`config.mk`:
```
export PLATFORM = sky130hd
export DESIGN_NAME = adcofs_top
export DESIGN_NICKNAME = d
export VERILOG_FILES = /design/src/design/adcofs_pkg.sv /design/src/design/adcofs_top.sv /design/src/design/adcofs_fifo.sv
export SDC_FILE = /design/constraint.sdc
export NUM_CORES = 1
export LEC_CHECK = 0
export ABC_AREA = 1
export BUFFER_PORTS_ARGS = -buffer_cell sky130_fd_sc_hd__buf_2
export CORE_UTILIZATION = 45
export CTS_CLUSTER_SIZE = 40
export DETAILED_ROUTE_END_ITERATION = 7
export SYNTH_ARGS = -nofsm -noshare
export SYNTH_HDL_FRONTEND = slang
export SYNTH_SLANG_ARGS = --single-unit
```
`constraint.sdc`:
```
create_clock -name clk -period 3.6 [get_ports clk]
set_clock_uncertainty 0.15 [all_clocks]
set_input_delay 0.72 -clock clk [delete_from_list [all_inputs] [get_ports clk]]
set_output_delay 0.72 -clock clk [all_outputs]
set_load 0.02 [all_outputs]
```
`src/design/adcofs_pkg.sv`:
```
// Package for the converter output format and startup stage.
// Assumes one 20 MHz clock and no software-visible registers.
package adcofs_pkg;

    // ========================================
    // Widths and formats
    localparam int ADCOFS_RESULT_W = 8;
    localparam int ADCOFS_MSB = ADCOFS_RESULT_W - 1;
    localparam logic [7:0] ADCOFS_CODE_POS_FS = 8'hff;
    localparam logic [7:0] ADCOFS_CODE_NEG_FS = 8'h00;
    localparam logic [7:0] ADCOFS_CODE_MID = 8'h80;

    // ========================================
    // Timing
    localparam int ADCOFS_STARTUP_CYCLES = 20;
    localparam int ADCOFS_DEF_LATENCY = 5;
    localparam int ADCOFS_FIFO_DEPTH = 16;
    localparam int ADCOFS_CLK_HZ = 20000000;
    localparam int ADCOFS_MIN_RATE_SPS = 1000000;
    // Longest allowed sample period in clk cycles, rounded down.
    localparam int ADCOFS_MAX_GAP_CYCLES = ADCOFS_CLK_HZ / ADCOFS_MIN_RATE_SPS;

    // ========================================
    // Carriers
    typedef struct packed {
        logic valid;
        logic [ADCOFS_MSB:0] code;
    } adcofs_word_t;

    typedef enum logic [1:0] {
        ADCOFS_ST_WARMUP = 2'b00,
        ADCOFS_ST_RUN = 2'b01
    } adcofs_state_t;

    // Offset binary to two's complement when selected.
    function automatic logic [ADCOFS_MSB:0] adcofs_format(input logic [ADCOFS_MSB:0] ob, input logic twos);
        adcofs_format = {ob[ADCOFS_MSB] ^ twos, ob[ADCOFS_MSB-1:0]};
    endfunction

endpackage

```
`src/design/adcofs_top.sv`:
```
// Output format and startup stage of an 8-bit pipelined converter.
// Assumes raw offset-binary results arrive with a sample strobe on clk.
// Operation
// - Format select low: output result as unsigned offset binary.
// - Format select high: two's complement, offset binary with msb inverted.
// - Outputs invalid until 20 sample cycles ran after power-up.
// - Positive full scale: all ones, or zero then seven ones.
// - Negative full scale: all zeros, or one then seven zeros.
// - Codes saturate at plus and minus full scale.
`timescale 1ns/1ps
module adcofs_top import adcofs_pkg::*; #(
    parameter int LATENCY = ADCOFS_DEF_LATENCY,
    parameter int DEPTH = ADCOFS_FIFO_DEPTH
) (
    input wire logic clk,
    input wire logic rstn,
    input wire logic sample_stb,
    input wire logic [ADCOFS_MSB:0] raw_code,
    input wire logic output_format_select,
    output logic out_valid,
    input wire logic out_ready,
    output logic [ADCOFS_MSB:0] out_code,
    output logic in_ready,
    output logic warm_done
);
    localparam int CW = $clog2(ADCOFS_STARTUP_CYCLES + 1);

    // ========================================
    // State
    typedef struct packed {
        logic [2:0] fmt_sync;
        logic fmt;
        adcofs_state_t state;
        logic [CW-1:0] warm_cnt;
        logic [LATENCY-1:0][ADCOFS_MSB+1:0] pipe;
        logic ov;
        logic [ADCOFS_MSB:0] oc;
        logic ir;
        logic wd;
    } adcofs_st_t;

    adcofs_st_t st_ff;
    adcofs_st_t nxt_st;
    logic f_valid;
    logic f_ready;
    logic [ADCOFS_MSB:0] f_data;
    logic f_in_ready;
    logic take_out;
    logic [ADCOFS_MSB+1:0] tail;

    assign tail = st_ff.pipe[LATENCY-1];
    assign take_out = !st_ff.ov || out_ready;
    assign f_ready = take_out;

    always_comb begin
        nxt_st = st_ff;
        nxt_st.fmt_sync = {st_ff.fmt_sync[1:0], output_format_select};
        if (st_ff.fmt_sync[2] == st_ff.fmt_sync[1]) begin
            nxt_st.fmt = st_ff.fmt_sync[2];
        end
        nxt_st.ir = f_in_ready;
        // Raw codes are already clamped by the converter at full scale.
        if (sample_stb) begin
            nxt_st.pipe[0] = {1'b1, raw_code};
            for (int i = 1; i < LATENCY; i++) begin
                nxt_st.pipe[i] = st_ff.pipe[i-1];
            end
        end
        case (st_ff.state)
            ADCOFS_ST_WARMUP: begin
                if (sample_stb) begin
                    nxt_st.warm_cnt = st_ff.warm_cnt + CW'(1);
                    if (st_ff.warm_cnt == CW'(ADCOFS_STARTUP_CYCLES - 1)) begin
                        nxt_st.state = ADCOFS_ST_RUN;
                    end
                end
            end
            ADCOFS_ST_RUN: begin
                nxt_st.warm_cnt = st_ff.warm_cnt;
            end
            default: begin
                nxt_st.state = ADCOFS_ST_WARMUP;
            end
        endcase
        nxt_st.wd = nxt_st.state == ADCOFS_ST_RUN;
        if (take_out) begin
            nxt_st.ov = f_valid;
            if (f_valid) begin
                nxt_st.oc = adcofs_format(f_data, st_ff.fmt);
            end
        end
    end

    always_ff @(posedge clk or negedge rstn) begin
        if (!rstn) begin
            st_ff <= '0;
        end else begin
            st_ff <= nxt_st;
        end
    end

    // ========================================
    // Buffer; only words past warm-up and the pipeline latency enter.
    adcofs_fifo #(.WIDTH(ADCOFS_RESULT_W), .DEPTH(DEPTH)) u_fifo (
        .clk(clk),
        .rstn(rstn),
        .in_valid(sample_stb && tail[ADCOFS_MSB+1] && st_ff.state == ADCOFS_ST_RUN),
        .in_ready(f_in_ready),
        .in_data(tail[ADCOFS_MSB:0]),
        .out_valid(f_valid),
        .out_ready(f_ready),
        .out_data(f_data)
    );

    assign out_valid = st_ff.ov;
    assign out_code = st_ff.oc;
    assign in_ready = st_ff.ir;
    assign warm_done = st_ff.wd;

    // ========================================
    // Startup checks
    property p_no_early;
        @(posedge clk) disable iff (!rstn)
        st_ff.state == ADCOFS_ST_WARMUP |-> !u_fifo.push;
    endproperty
    a_no_early: assert property (p_no_early) else $error("word accepted during warm-up");

    property p_warm_count;
        @(posedge clk) disable iff (!rstn)
        $rose(warm_done) |-> st_ff.warm_cnt == CW'(ADCOFS_STARTUP_CYCLES);
    endproperty
    a_warm_count: assert property (p_warm_count) else $error("warm-up length wrong");

    property p_warm_bound;
        @(posedge clk) disable iff (!rstn)
        st_ff.warm_cnt <= CW'(ADCOFS_STARTUP_CYCLES);
    endproperty
    a_warm_bound: assert property (p_warm_bound) else $error("warm-up counter ran past its end");

    // Only a reset returns the stage to warm-up.
    property p_warm_stays;
        @(posedge clk) disable iff (!rstn)
        warm_done |=> warm_done;
    endproperty
    a_warm_stays: assert property (p_warm_stays) else $error("warm-up flag dropped");

    property p_valid_warm;
        @(posedge clk) disable iff (!rstn)
        out_valid |-> warm_done;
    endproperty
    a_valid_warm: assert property (p_valid_warm) else $error("valid word before warm-up ended");

    // ========================================
    // Format checks
    property p_fmt_ob;
        @(posedge clk) disable iff (!rstn)
        take_out && f_valid && !st_ff.fmt |=> out_code == $past(f_data);
    endproperty
    a_fmt_ob: assert property (p_fmt_ob) else $error("offset binary word wrong");

    property p_fmt_tc;
        @(posedge clk) disable iff (!rstn)
        take_out && f_valid && st_ff.fmt |=> out_code == ($past(f_data) ^ ADCOFS_CODE_MID);
    endproperty
    a_fmt_tc: assert property (p_fmt_tc) else $error("two's complement word wrong");

    // A new select level is only used once the last two synchroniser stages agree.
    property p_fmt_sync;
        @(posedge clk) disable iff (!rstn)
        $changed(st_ff.fmt) |-> $past(st_ff.fmt_sync[2]) == $past(st_ff.fmt_sync[1]);
    endproperty
    a_fmt_sync: assert property (p_fmt_sync) else $error("format changed before the synchroniser settled");

    property p_pos_fs_ob;
        @(posedge clk) disable iff (!rstn)
        take_out && f_valid && f_data == ADCOFS_CODE_POS_FS && !st_ff.fmt |=> out_code == ADCOFS_CODE_POS_FS;
    endproperty
    a_pos_fs_ob: assert property (p_pos_fs_ob) else $error("positive full scale wrong");

    property p_pos_fs_tc;
        @(posedge clk) disable iff (!rstn)
        take_out && f_valid && f_data == ADCOFS_CODE_POS_FS && st_ff.fmt
            |=> out_code == (ADCOFS_CODE_POS_FS ^ ADCOFS_CODE_MID);
    endproperty
    a_pos_fs_tc: assert property (p_pos_fs_tc) else $error("positive full scale wrong");

    property p_neg_fs_ob;
        @(posedge clk) disable iff (!rstn)
        take_out && f_valid && f_data == ADCOFS_CODE_NEG_FS && !st_ff.fmt |=> out_code == ADCOFS_CODE_NEG_FS;
    endproperty
    a_neg_fs_ob: assert property (p_neg_fs_ob) else $error("negative full scale wrong");

    property p_neg_fs_tc;
        @(posedge clk) disable iff (!rstn)
        take_out && f_valid && f_data == ADCOFS_CODE_NEG_FS && st_ff.fmt
            |=> out_code == (ADCOFS_CODE_NEG_FS ^ ADCOFS_CODE_MID);
    endproperty
    a_neg_fs_tc: assert property (p_neg_fs_tc) else $error("negative full scale wrong");

    property p_mid_ob;
        @(posedge clk) disable iff (!rstn)
        take_out && f_valid && f_data == ADCOFS_CODE_MID && !st_ff.fmt |=> out_code == ADCOFS_CODE_MID;
    endproperty
    a_mid_ob: assert property (p_mid_ob) else $error("midscale word wrong");

    property p_mid_tc;
        @(posedge clk) disable iff (!rstn)
        take_out && f_valid && f_data == ADCOFS_CODE_MID && st_ff.fmt |=> out_code == '0;
    endproperty
    a_mid_tc: assert property (p_mid_tc) else $error("midscale word wrong");

    // ========================================
    // Flow checks
    property p_hold;
        @(posedge clk) disable iff (!rstn)
        out_valid && !out_ready |=> out_valid && $stable(out_code);
    endproperty
    a_hold: assert property (p_hold) else $error("output not held");

    // A taken word is followed at once by the next one while the buffer holds more.
    property p_next_word;
        @(posedge clk) disable iff (!rstn)
        out_valid && out_ready && f_valid |=> out_valid;
    endproperty
    a_next_word: assert property (p_next_word) else $error("gap between buffered words");

    property p_pipe_entry;
        @(posedge clk) disable iff (!rstn)
        sample_stb |=> st_ff.pipe[0] == {1'b1, $past(raw_code)};
    endproperty
    a_pipe_entry: assert property (p_pipe_entry) else $error("pipe entry");
endmodule // adcofs_top

```
`src/design/adcofs_fifo.sv`:
```
// Synchronous FIFO of flip-flops with valid/ready on both sides.
// Assumes a single clock and active-low asynchronous reset.
`timescale 1ns/1ps
module adcofs_fifo import adcofs_pkg::*; #(
    parameter int WIDTH = 8,
    parameter int DEPTH = 16
) (
    input wire logic clk,
    input wire logic rstn,
    input wire logic in_valid,
    output logic in_ready,
    input wire logic [WIDTH-1:0] in_data,
    output logic out_valid,
    input wire logic out_ready,
    output logic [WIDTH-1:0] out_data
);
    localparam int AW = $clog2(DEPTH);

    typedef struct packed {
        logic [DEPTH-1:0][WIDTH-1:0] mem;
        logic [AW-1:0] wr;
        logic [AW-1:0] rd;
        logic [AW:0] cnt;
    } adcofs_fifo_t;

    adcofs_fifo_t st_ff;
    adcofs_fifo_t nxt_st;
    logic push;
    logic pop;

    assign in_ready = (st_ff.cnt != (AW+1)'(DEPTH)) || pop;
    assign out_valid = st_ff.cnt != '0;
    assign out_data = st_ff.mem[st_ff.rd];
    assign push = in_valid && in_ready;
    assign pop = out_valid && out_ready;

    always_comb begin
        nxt_st = st_ff;
        if (push) begin
            nxt_st.mem[st_ff.wr] = in_data;
            nxt_st.wr = st_ff.wr + AW'(1);
        end
        if (pop) begin
            nxt_st.rd = st_ff.rd + AW'(1);
        end
        nxt_st.cnt = st_ff.cnt + (AW+1)'(push) - (AW+1)'(pop);
    end

    always_ff @(posedge clk or negedge rstn) begin
        if (!rstn) begin
            st_ff <= '0;
        end else begin
            st_ff <= nxt_st;
        end
    end

    property p_no_overflow;
        @(posedge clk) disable iff (!rstn)
        st_ff.cnt <= (AW+1)'(DEPTH);
    endproperty
    a_no_overflow: assert property (p_no_overflow) else $error("fifo count exceeds depth");
endmodule // adcofs_fifo

```
Word level (Yosys, flattened, before mapping)
Cells that the tools add are included.
{"block": "totals", "regBits": 208, "output_inout_bits": 11}
{"block": "op_classes", "add_sub_neg": 5, "order_cmp": 3, "eq_ne": 5, "mux": 8, "bitwise_logic": 1, "n_reduce_logical": 12}
{"operator": "$bwmux W128", "count": 1}
{"operator": "$bmux W8 S4", "count": 1}
{"operator": "$demux W8 S4", "count": 1}
{"operator": "$mux W8", "count": 2}
{"operator": "$lt A4 B5 Y1 const B", "count": 2}
{"operator": "$add A4 B1 Y4 const B", "count": 2}
{"operator": "$mux W7", "count": 1}
{"operator": "$add A5 B1 Y5", "count": 1}
{"operator": "$add A5 B1 Y5 const B", "count": 1}
{"operator": "$eq A5 B5 Y1 const B", "count": 1}
{"operator": "$logic_and A1 B1 Y1", "count": 5}
{"operator": "$ne A5 B5 Y1 const B", "count": 1}
{"operator": "$reduce_bool A5 Y1", "count": 1}
{"operator": "$sub A5 B1 Y5", "count": 1}
{"operator": "$eq A2 B1 Y1 const B", "count": 2}
{"operator": "$ge A4 B1 Y1 const B", "count": 1}
{"operator": "$pmux W2 S2", "count": 1}
{"operator": "$reduce_and A2 Y1", "count": 2}
{"operator": "$logic_not A2 Y1", "count": 1}
{"operator": "$logic_or A1 B1 Y1", "count": 2}
{"operator": "$mux W2", "count": 1}
{"operator": "$eq A1 B1 Y1", "count": 1}
{"operator": "$logic_not A1 Y1", "count": 1}
{"operator": "$xor A1 B1 Y1", "count": 1}

Longest topological paths before layout
Gate-level depths: netlist (run 1).
{"block": "logic_depth", "depth_word": 7, "ltp_mapped": 17, "depth_no_buf": 15}

Hierarchy
From an unflattened synthesis (run 1), not the netlist that was laid out.
{"block": "unflattened", "cells_unflattened": 1326, "area_unflattened_um2": 10612.7}
{"module": "adcofs_fifo", "n_inst": 1, "cells_per_inst": 1048, "area_each_um2": 8011.4}
{"module": "adcofs_top", "n_inst": 1, "cells_per_inst": 278, "area_each_um2": 2601.2}

Worst setup path before layout (run 1)
No wires, ideal clock.
{"block": "synth_path", "path_type": "input-to-reg", "startpoint": "input sample_stb", "endpoint": "register u_fifo.st_ff[4] (netlist bit)", "setup_time_ps": 128, "arrival_time_ps": 2558, "required_time_ps": 3322, "setup_slack_ps": 764, "stages": 12, "path_buffers": 2, "cell_sequence": "inv_2 > nor4_4 > nand2_2 > inv_4 > buf_8 > buf_4 > ha_1 > inv_1 > fa_1 > o21ai_0 > a21oi_1 > xor2_1"}
{"item": "start, declared", "line_no": "adcofs_top.sv:17", "source": "input wire logic sample_stb,"}
{"item": "end signal, assigned", "line_no": "adcofs_fifo.sv:53", "source": "st_ff <= nxt_st;"}
{"item": "end, declared", "line_no": "adcofs_fifo.sv:26", "source": "adcofs_fifo_t st_ff;"}

==> results of run 1 <==
-- stage by stage --
step / cell area (um2) / hold slack [ns] / cells
2_1_floorplan: 9195 / 0.1812 / 1061
3_3_place_gp: 9425 / 0.1855 / 1295
3_5_place_dp: 9425 / 0.1847 / 1295
4_1_cts: 10310 / 0.1616 / 1336
5_1_grt: 10310 / 0.1608 / 1336
6_report: 10310 / 0.1561 / 1336
-- worst reg2reg max path: stages, from the launching register on --
cell     delay, ns
dfrtp_1       0.34
inv_1         0.06
ha_1          0.20
nand2_1       0.08
nor2_2        0.04
nand2_1       0.06
nand2_1       0.09
nand3_2       0.16
nand2_2       0.11
inv_4         0.29
ha_1          0.23
inv_1         0.06
fa_1          0.40
o21ai_0       0.18
a21oi_1       0.09
xor2_1        0.15
-- synthesized netlist by cell type --
cell type	count	area, um2
a21oi_1	4	20.02
a31oi_1	1	6.260
buf_1	12	45.04
buf_2	11	55.05
buf_4	9	67.56
buf_6	5	56.30
buf_8	1	15.01
clkbuf_1	32	120.1
clkinv_1	2	7.510
conb_1	1	3.750
dfrtp_1	208	5205
fa_1	1	20.02
ha_1	12	150.1
inv_1	46	172.7
inv_2	2	7.510
inv_4	1	6.260
maj3_1	1	10.01
mux2_2	1	11.26
nand2_1	321	1205
nand2_2	1	6.260
nand2_4	5	56.30
nand3_1	40	200.2
nand3_2	1	10.01
nand4_1	4	25.02
nor2_1	101	379.1
nor2_2	1	6.260
nor3_1	2	10.01
nor4_4	1	21.27
o211ai_1	28	210.2
o21ai_0	149	745.7
o21ai_1	41	205.2
or2_2	2	12.51
xnor2_1	3	26.28
xor2_1	11	96.34
-- power breakdown --
part,total [mW],internal (mW),switching [mW]
combinational,2.24,0.712,1.52
sequential,2.81,2.60,0.212
clock,2.70,1.77,0.931
-- final cells by class --
type / count / area [um2]
clock inverter: 11 / 230.2
clock buffer: 30 / 651.9
inverter: 51 / 193.9
tap: 265 / 331.6
multi-input combinational: 732 / 3437
sequential: 208 / 5206
timing repair buffer: 39 / 256.5
fill: 1879 / 9410
-- kinds of logic after synthesis --
family          count (synthesis)  share of synthesized area (%)
fa+ha+maj                      14                          1.959
mux                             1                         0.1225
simple gates                  479                          21.01
compound gates                223                          12.91
flops                         208                          56.61
xor+xnor                       14                          1.334
other cells                     1                        0.04078
buf+inv                       121                          6.014
-- metal layers --
layer  GRT usage (%)  up-vias
met5               0        -
met4           4.574        0
met3           2.547       21
met2           32.62      116
met1           30.59     3320
li1                -     3404
-- how the worst max path moves through the flow --
| stage | startpoint | endpoint | slack (ns) | cells past startpoint |
|---|---|---|---|---|
| 2_1_floorplan | sample_stb | u_fifo.st_ff[4] | 0.76 | 12 |
| 3_3_place_gp | sample_stb | u_fifo.st_ff[4] | 0.62 | 11 |
| 3_5_place_dp | sample_stb | u_fifo.st_ff[4] | 0.57 | 11 |
| 4_1_cts | u_fifo.st_ff[3] | u_fifo.st_ff[4] | 0.80 | 15 |
| 5_1_grt | u_fifo.st_ff[2] | u_fifo.st_ff[4] | 0.63 | 15 |
| 6_report | u_fifo.st_ff[2] | u_fifo.st_ff[4] | 0.79 | 15 |
-- flip-flops by register name, indices dropped and copies added, names as in the netlist --
register and count:
in_ready 1, nxt_st 2, out_code 8, out_valid 1, st_ff 45, tail 9
u_fifo.st_ff 141, warm_done 1
==> impl_results.md, run 1 <==
* Commonest non-fill, non-tap cells in the layout: nand2_1, dfrtp_1, o21ai_0
* Met3 WL at 824 um
* Die Y at 144.9 um
* YS warnings at 0
* Mapped Area at 9195 um2
* Max Root-Sink Buffers at 3
* TritonCTS Buffers at 23
* H-tree levels at 1
* Area of the core at 19720 um2
* Syn nets at 1087
* DR WL met2 at 9579 um
* Sink Count at 208
* Static Leak at 4.939 nW
* Cell mode on critical path: nand2_1
* WP data required at 3.82 ns
* Crit path max-delay cell type: fa_1
* Yosys cell types at 34
* Largest net degree at the start of global routing at 99
* GRT overflow at 0
* Reg-to-reg critical path endpoint: u_fifo.st_ff[4]
* R2R depth at 15
* Port Buffers at 23
* Critical Path Start Type: flip-flop
* #FFs+latches synth at 208
* CTS tree: done
* Worst path top cell family by delay: adder cells
* IO Pins at 24
* Final Cycle Share at 77.95%
* Placement Setup Slack at 0.5658 ns
* WL final at 21230 um
* Layout cells sized above 1 at 8.777%
* Initial antenna violation count at 0
* DR iter-0 viols at 594
* Setup TNS at 0 ns
* Row Count at 51
* Vias in the first global route at 6488
* Die W at 144.9 um
* Routed length per placed instance at 15.89 um
* Status: finished, final reports clean
* Antenna cell count at 0
* Pre-antenna DRT Iters at 5
* Via/cell ratio at 5.135
* Worst Max-Slew Pin Slew at 0.7985 ns
* Clock latency on the worst-skew pair at 0.50 ns
* Max-cap violations at 0
* # hold bufs at CTS at 0
* Area grow syn2layout at 12.10%
* Post-synthesis sequential area ratio at 56.61%
* Avg Inst Size Synth at 8.666 um2
* Post-route antenna net violation count at 0
* Pwr dens at 751.4 nW/um2
* R2r setup slk at 0.79 ns
* RR Startpoint: u_fifo.st_ff[2]
* Crit path buf inv count at 3
* Cells after Synth at 1061
* Most common cell after layout, fill and taps aside: nand2_1
* Fmax at 356.4 MHz
* Critical path peak fanout at 26
* Relative slew slack at 46.77%
* RSZ-0062 raised after global routing: false
* Routed via count at 6861
* Fin crit period at 2.806 ns
* Crit Path Class: flip-flop to flip-flop
* Final HPWL DP at 12960 um
* First-pass GRT wire length at 35000 um
* Post-CTS setup buffer count at 0
* Clk root buf: clkbuf_16
* Slowest cell delay on critical path at 0.40 ns
* Initial core utilization at 46.63%
* Worst Path Arrival at 3.03 ns
* Final Power at 7.745 mW
* Final setup violation count at 0
* CP Capture Type: flip-flop
* Fin. max-slew vios at 0
* Utilization after layout at 52.27%
* Nets at 1081
* Max IR drop VDD at 320.9 uV
* Clock transition at the registers of the reported paths at 0.06 ns
* Post-cts resize count at 0
* Final GP Congestion at 0.8090
* Drt drc at 0
* Total die area at 21010 um2
* Post-Route M1 WL at 10570 um
* DR top layer: met4
* Gr usage total at 20.72%
* HP Class: primary input to async pin
* Cell chain of the critical path: inv_1 > ha_1 > nand2_1 > nor2_2 > nand2_1 > nand2_1 > nand3_2 > nand2_2 > inv_4 > ha_1 > inv_1 > fa_1 > o21ai_0 > a21oi_1 > xor2_1
* Final hold vios at 0
* Setup slack after layout at 0.7939 ns
Note: power is estimated with default switching activity, not from simulation.
==> run 2: changes to the inputs <==
- clock period: 3.6 -> 2.4 ns (I/O delays scaled with it)
==> run 2 against run 1 <==
  * First-iteration DRC count is 17% lower
  * Maximum frequency is 22% higher
  * Utilization is 1.0 points higher
  * Clock power is 30% higher
  * Worst setup slack worse by 0.69 ns
  * Count of clock-buffer cells in the layout is 10 higher
  * Non-clock buffer count is 25 higher
  * Via count is 1.4% higher
  * Combinational power is 57% higher
  * Final area is 1.9% higher
  * Critical path depth stayed put
  * Hold slack worse by 0.14 ns
  * Critical endpoint unchanged
==> impl_results.md, run 2 (synthesized netlist as in run 1, its figures left out) <==
* Final setup violation count at 0 (unchanged)
* Final instance area at 10510 um2 (+1.9%)
* Relative slew slack at 52.45% (+5.7 points)
* Row Count at 51 (unchanged)
* GRT overflow at 0 (unchanged)
* Fmax at 434.6 MHz (+22%)
* CTS tree: done
* Area of the core at 19720 um2 (unchanged)
* TritonCTS Buffers at 24 (+4.3%)
* Max Root-Sink Buffers at 3 (unchanged)
* Critical Path End: u_fifo.st_ff[4]
* Post-route antenna net violation count at 0 (unchanged)
* R2r setup slk at 0.1 ns (-0.69 ns)
* Clk root buf: clkbuf_16
* # fillers at 1857 (-1.2%)
* HP Class: primary input to flip-flop
* Fin crit period at 2.301 ns (-0.5052 ns)
* Via/cell ratio at 5.104 (-0.61%)
* Worst Max-Slew Pin Slew at 0.7125 ns (-0.08598 ns)
* Hold Startpoint: raw_code[2]
* Most common cell after layout, fill and taps aside: nand2_1
* Status: finished, final reports clean
* First-pass GRT wire length at 35800 um (+2.3%)
* Final hold vios at 0 (unchanged)
* Antenna cell count at 0 (unchanged)
* Reg-to-reg critical path endpoint: u_fifo.st_ff[4]
* Max-cap violations at 0 (unchanged)
* Drt drc at 0 (unchanged)
* DR iter-0 viols at 494 (-17%)
* Initial antenna violation count at 0 (unchanged)
* Final Power at 11.27 mW (+46%)
* Area of the multi-input gates at 3485 um2 (+1.4%)
* Layout cells sized above 1 at 10.93% (+2.2 points)
* Pre-antenna DRT Iters at 7 (+2)
* Max reg flops at 141 (unchanged)
* Crit Path Class: flip-flop to flip-flop
* Clock latency on the worst-skew pair at 0.52 ns (+0.02 ns)
* RSZ-0062 raised after global routing: true
* Routed via count at 6957 (+1.4%)
* Sink Count at 208 (unchanged)
* Commonest non-fill, non-tap cells in the layout: nand2_1, dfrtp_1, o21ai_0
* WP data required at 2.64 ns (-1.18 ns)
* Initial core utilization at 46.63% (unchanged)
* Max IR drop VDD at 491.5 uV (+53%)
* Worst Setup SP: u_fifo.st_ff[2]
* Total die area at 21010 um2 (unchanged)
* RR Startpoint: u_fifo.st_ff[2]
* Final Cycle Share at 95.87% (+18 points)
* Static Leak at 5.000 nW (+1.2%)
* WL final at 21410 um (+0.84%)
* Die Y at 144.9 um (unchanged)
* CP Capture Type: flip-flop
* Gr usage total at 21.28% (+0.56 points)
* Pwr dens at 1073 nW/um2 (+43%)
* Nets at 1107 (+2.4%)
* Top reg by flops: u_fifo.st_ff
* IO Pins at 24 (unchanged)
* Area after DPL at 9637 um2 (+2.2%)
* Vias in the first global route at 6595 (+1.6%)
* Final GP Congestion at 0.7741 (-4.3%)
* Routed length per placed instance at 15.71 um (-1.2%)
* Largest net degree at the start of global routing at 67 (-32%)
* H-tree levels at 1 (unchanged)
* Die W at 144.9 um (unchanged)
* Port Buffers at 23 (unchanged)
* R2R depth at 15 (unchanged)
* Clock transition at the registers of the reported paths at 0.05 ns (about the same)
* Worst Path Arrival at 2.54 ns (-0.49 ns)
* Storage cell area at 5207 um2 (about the same)
* Critical Path Start Type: flip-flop
* Critical path peak fanout at 2 (-92%)
* Final HPWL DP at 13210 um (+1.9%)
* Utilization after layout at 53.28% (+1.0 points)
* Fin. max-slew vios at 0 (unchanged)
* Area grow syn2layout at 14.25%
[run 2: what timing repair did]
item                       in CTS  in global routing
buffers inserted                1                  0
pin swaps                       0                  7
hold buffers                    7                  0
setup endpoints to repair       1                 54
gates resized for setup         1                  4
hold endpoints to repair       52                  0
[run 2: how the worst min path moves through the flow]
stage                             to  slack (ns)  cells after the start
after floorplan             in_ready        0.03                      0
after global placement    nxt_st[66]        0.18                      0
after detailed placement  nxt_st[66]        0.19                      0
after CTS                  st_ff[14]       0.003                      3
after global routing       st_ff[12]        0.03                      3
final                      st_ff[13]        0.02                      3
[run 2: cell type report]
class | instances | area share, %
inverter | 51 | 1.870
sequential | 208 | 49.57
timing repair buffer | 64 | 4.871
clock buffer | 40 | 7.051
clock inverter | 3 | 0.3097
multi-input combinational | 732 | 33.17
tap | 265 | 3.156
[run 2: metrics by stage]
stage	worst slack, ns	TNS, ns	hold slack (ns)	instances
floorplan	-0.09938	-0.09938	0.03441	1061
global placement	0.01432	0	0.1833	1312
detailed placement	-0.02873	-0.02873	0.1916	1312
CTS	0.002179	0	0.003126	1363
global route	-0.05273	-0.1801	0.02910	1363
finish	0.09917	0	0.01650	1363
[run 2: metal layers]
metal  up-vias  track usage [%]  wire length [um]
li1       3473                -                 -
met1      3268            32.58             10630
met2       177            31.20              9134
met3        39            2.956              1103
met4         0            6.277               539
met5         -                0                 0
[run 2: worst max-delay path, cell delays in order, from the launching register on]
cell and delay, ns:
dfrtp_1 0.38, inv_2 0.08, ha_4 0.12, nand2_1 0.05
nor2_2 0.09, nand2_1 0.07, nand2_2 0.07, inv_2 0.05
ha_4 0.22, inv_4 0.05, ha_4 0.13, inv_2 0.03
fa_2 0.33, o21ai_1 0.13, a21oi_1 0.08, xor2_1 0.14
[run 2: report_power, final]
group	switching, mW	leakage [nW]	internal, mW	total [mW]
sequential	0.346	2.77	3.90	4.24
combinational	2.32	1.86	1.19	3.52
clock	1.41	0.380	2.10	3.51
==> run 3: changes to the inputs <==
- PLACE_DENSITY_LB_ADDON: not set -> 0.25
==> run 3 against run 2 <==
  * Via count is 0.34% higher
  * Final area hardly changed
  * Critical path depth stayed put
  * Final cell count is 0.44% higher
  * Wire length is 2.3% lower
  * Sequential cell count stayed put
  * Global-route usage is 0.62 points lower
  * Largest power group unchanged
  * Highest routed layer unchanged
==> impl_results.md, run 3 (synthesized netlist as in run 1, its figures left out) <==
* Comb pwr share at 31.8% (+0.6 points)
* Final setup violation count at 0 (unchanged)
* Worst Max-Slew Pin Slew at 0.7269 ns (+0.01441 ns)
* Cell mode on critical path: inv_2
* # fillers at 1812 (-2.4%)
* Die Y at 144.9 um (unchanged)
* Pre-antenna DRT Iters at 5 (-2)
* Reg-to-reg critical path endpoint: u_fifo.st_ff[4]
* Static Leak at 5.012 nW (+0.23%)
* Final hold vios at 0 (unchanged)
* Via/cell ratio at 5.099 (about the same)
* Setup slack after layout at 0.06581 ns (-0.03336 ns)
* Hold EP: st_ff[16]
* Hold Startpoint: raw_code[5]
* Max Root-Sink Buffers at 3 (unchanged)
* Setup TNS at 0 ns (unchanged)
* Clock share of power at 30.8% (-0.4 points)
* Critical path peak fanout at 3 (+1)
* Post-placement cell count at 1314 (+0.15%)
* Non-Filler Instances at 1369 (+0.44%)
* Max-cap violations at 0 (unchanged)
* Cell chain of the critical path: inv_2 > ha_4 > nand2_2 > nor2_2 > nand2_1 > nand2_2 > inv_2 > ha_4 > inv_2 > ha_4 > inv_2 > fa_2 > o21ai_1 > a21oi_1 > xor2_1
* Worst Setup SP: u_fifo.st_ff[2]
* Post-route antenna net violation count at 0 (unchanged)
* Initial core utilization at 46.63% (unchanged)
* WP data required at 2.63 ns (about the same)
* CP Capture Type: flip-flop
* Max IR drop VDD at 602.1 uV (+22%)
* Total die area at 21010 um2 (unchanged)
* Max reg flops at 141 (unchanged)
* TritonCTS Buffers at 24 (unchanged)
* WL final at 20920 um (-2.3%)
* Drt drc at 0 (unchanged)
* Nets at 1112 (+0.45%)
* Crit Path Class: flip-flop to flip-flop
* Final Cycle Share at 97.26% (+1.4 points)
* Vias in the first global route at 6520 (-1.1%)
* Die W at 144.9 um (unchanged)
* Antenna cell count at 0 (unchanged)
* Psw at 4.016 mW (-1.6%)
* Worst path top cell family by delay: adder cells
* Pwr dens at 1062 nW/um2 (-0.98%)
* Gr usage total at 20.66% (-0.62 points)
* Crit path buf inv count at 4 (unchanged)
* Fmax at 428.4 MHz (-1.4%)
* H-tree levels at 1 (unchanged)
* R2r setup slk at 0.07 ns (-0.03 ns)
* Internal Power at 7.153 mW (-0.50%)
* Crit path max-delay cell type: dfrtp_1
* Clock latency on the worst-skew pair at 0.51 ns (about the same)
* Utilization after layout at 53.32% (about the same)
* Seq pwr share at 37.4% (-0.2 points)
* WHS at 0.01628 ns (-0.0002230 ns)
* DR iter-0 viols at 557 (+13%)
* Top reg by flops: u_fifo.st_ff
* Layout cells sized above 1 at 11.41% (+0.48 points)
* Hold path depth at 3 (unchanged)
* Relative slew slack at 51.49% (-0.96 points)
* Commonest non-fill, non-tap cells in the layout: nand2_1, dfrtp_1, o21ai_0
* Critical Path Start Type: flip-flop
* Sink Count at 208 (unchanged)
* Area grow syn2layout at 14.33% (about the same)
* Port Buffers at 23 (unchanged)
* Clk root buf: clkbuf_16
* GRT overflow at 0 (unchanged)
* Fin crit period at 2.334 ns (+0.03336 ns)
* HP Class: primary input to flip-flop
* IO Pins at 24 (unchanged)
* Routed length per placed instance at 15.28 um (-2.7%)
* Worst Path Arrival at 2.57 ns (+0.03 ns)
* CTS tree: done
* Clock transition at the registers of the reported paths at 0.06 ns (about the same)
* Largest net degree at the start of global routing at 65 (-3.0%)
* RR Startpoint: u_fifo.st_ff[2]
* Most common cell after layout, fill and taps aside: nand2_1
* First-pass GRT wire length at 34880 um (-2.6%)
* Final Power at 11.17 mW (-0.91%)
* Initial antenna violation count at 0 (unchanged)
* R2R depth at 15 (unchanged)
* Area of the core at 19720 um2 (unchanged)
* Switching share of power at 35.96% (-0.26 points)
* Final instance area at 10510 um2 (about the same)
* Area after DPL at 9651 um2 (+0.14%)
* Slowest cell delay on critical path at 0.38 ns (about the same)
* Row Count at 51 (unchanged)
* Routed via count at 6981 (+0.34%)
* Fin. max-slew vios at 0 (unchanged)
* Final GP Congestion at 0.8089 (+4.5%)
* Final HPWL DP at 12820 um (-2.9%)
* RSZ-0062 raised after global routing: true
* Placement Setup Slack at -0.03092 ns (-0.002188 ns)
* Status: finished, final reports clean
[run 3: cell types whose count changed in the layout (fill, tap and decap cells not counted), sizes merged]
cell and delta:
buf +8, dlygate4sd3 -3, clkinvlp +2, clkinv -1
[run 3: routing by layer]
layer | vias up | GRT usage [%] | wire, um
met2 | 142 | 31.80 | 9409
met5 | - | 0 | 0
met1 | 3359 | 31.00 | 10270
met3 | 19 | 2.956 | 977
li1 | 3461 | - | -
met4 | 0 | 4.149 | 267
[run 3: how the worst max path moves through the flow]
stage	endpoint	slack, ns	cells after the start
after floorplan	u_fifo.st_ff[4]	-0.1	16
after global placement	u_fifo.st_ff[4]	-0.003	15
after detailed placement	u_fifo.st_ff[4]	-0.03	15
after CTS	u_fifo.st_ff[4]	0.009	15
after global routing	u_fifo.st_ff[4]	-0.06	15
final	u_fifo.st_ff[4]	0.07	15
[run 3: final cells by class]
| cell class | count | area [um2] | area share (%) |
|---|---|---|---|
| timing repair buffer | 69 | 541.8 | 5.154 |
| multi-input combinational | 732 | 3482 | 33.12 |
| tap | 265 | 331.6 | 3.154 |
| clock inverter | 4 | 36.28 | 0.3452 |
| sequential | 208 | 5206 | 49.52 |
| inverter | 51 | 193.9 | 1.845 |
| clock buffer | 40 | 720.7 | 6.855 |
[run 3: repair_timing]
action                                  4_1_cts  5_1_grt
buffers inserted                              2        5
hold buffers                                  4        0
endpoints found under the setup margin        1        1
cloned                                        0        0
gates resized for setup                       1        3
endpoints found under the hold margin        62        0
pin swaps                                     1        8
[run 3: power groups by stage]
| stage | Combinational (mW) | Sequential [mW] | Clock (mW) |
|---|---|---|---|
| finish | 3.55 | 4.18 | 3.44 |
| global route | 4.03 | 4.23 | 3.66 |
| CTS | 3.49 | 4.17 | 3.52 |
| detailed placement | 3.46 | 4.23 | 0 |
| global placement | 3.42 | 4.22 | 0 |
| floorplan | 2.47 | 4.15 | 0 |
[run 3: worst reg2reg max path, cell delays in order, from the launching register on]
cell	delay (ns)
dfrtp_1	0.38
inv_2	0.08
ha_4	0.13
nand2_2	0.04
nor2_2	0.11
nand2_1	0.07
nand2_2	0.08
inv_2	0.05
ha_4	0.21
inv_2	0.06
ha_4	0.12
inv_2	0.03
fa_2	0.33
o21ai_1	0.13
a21oi_1	0.08
xor2_1	0.14
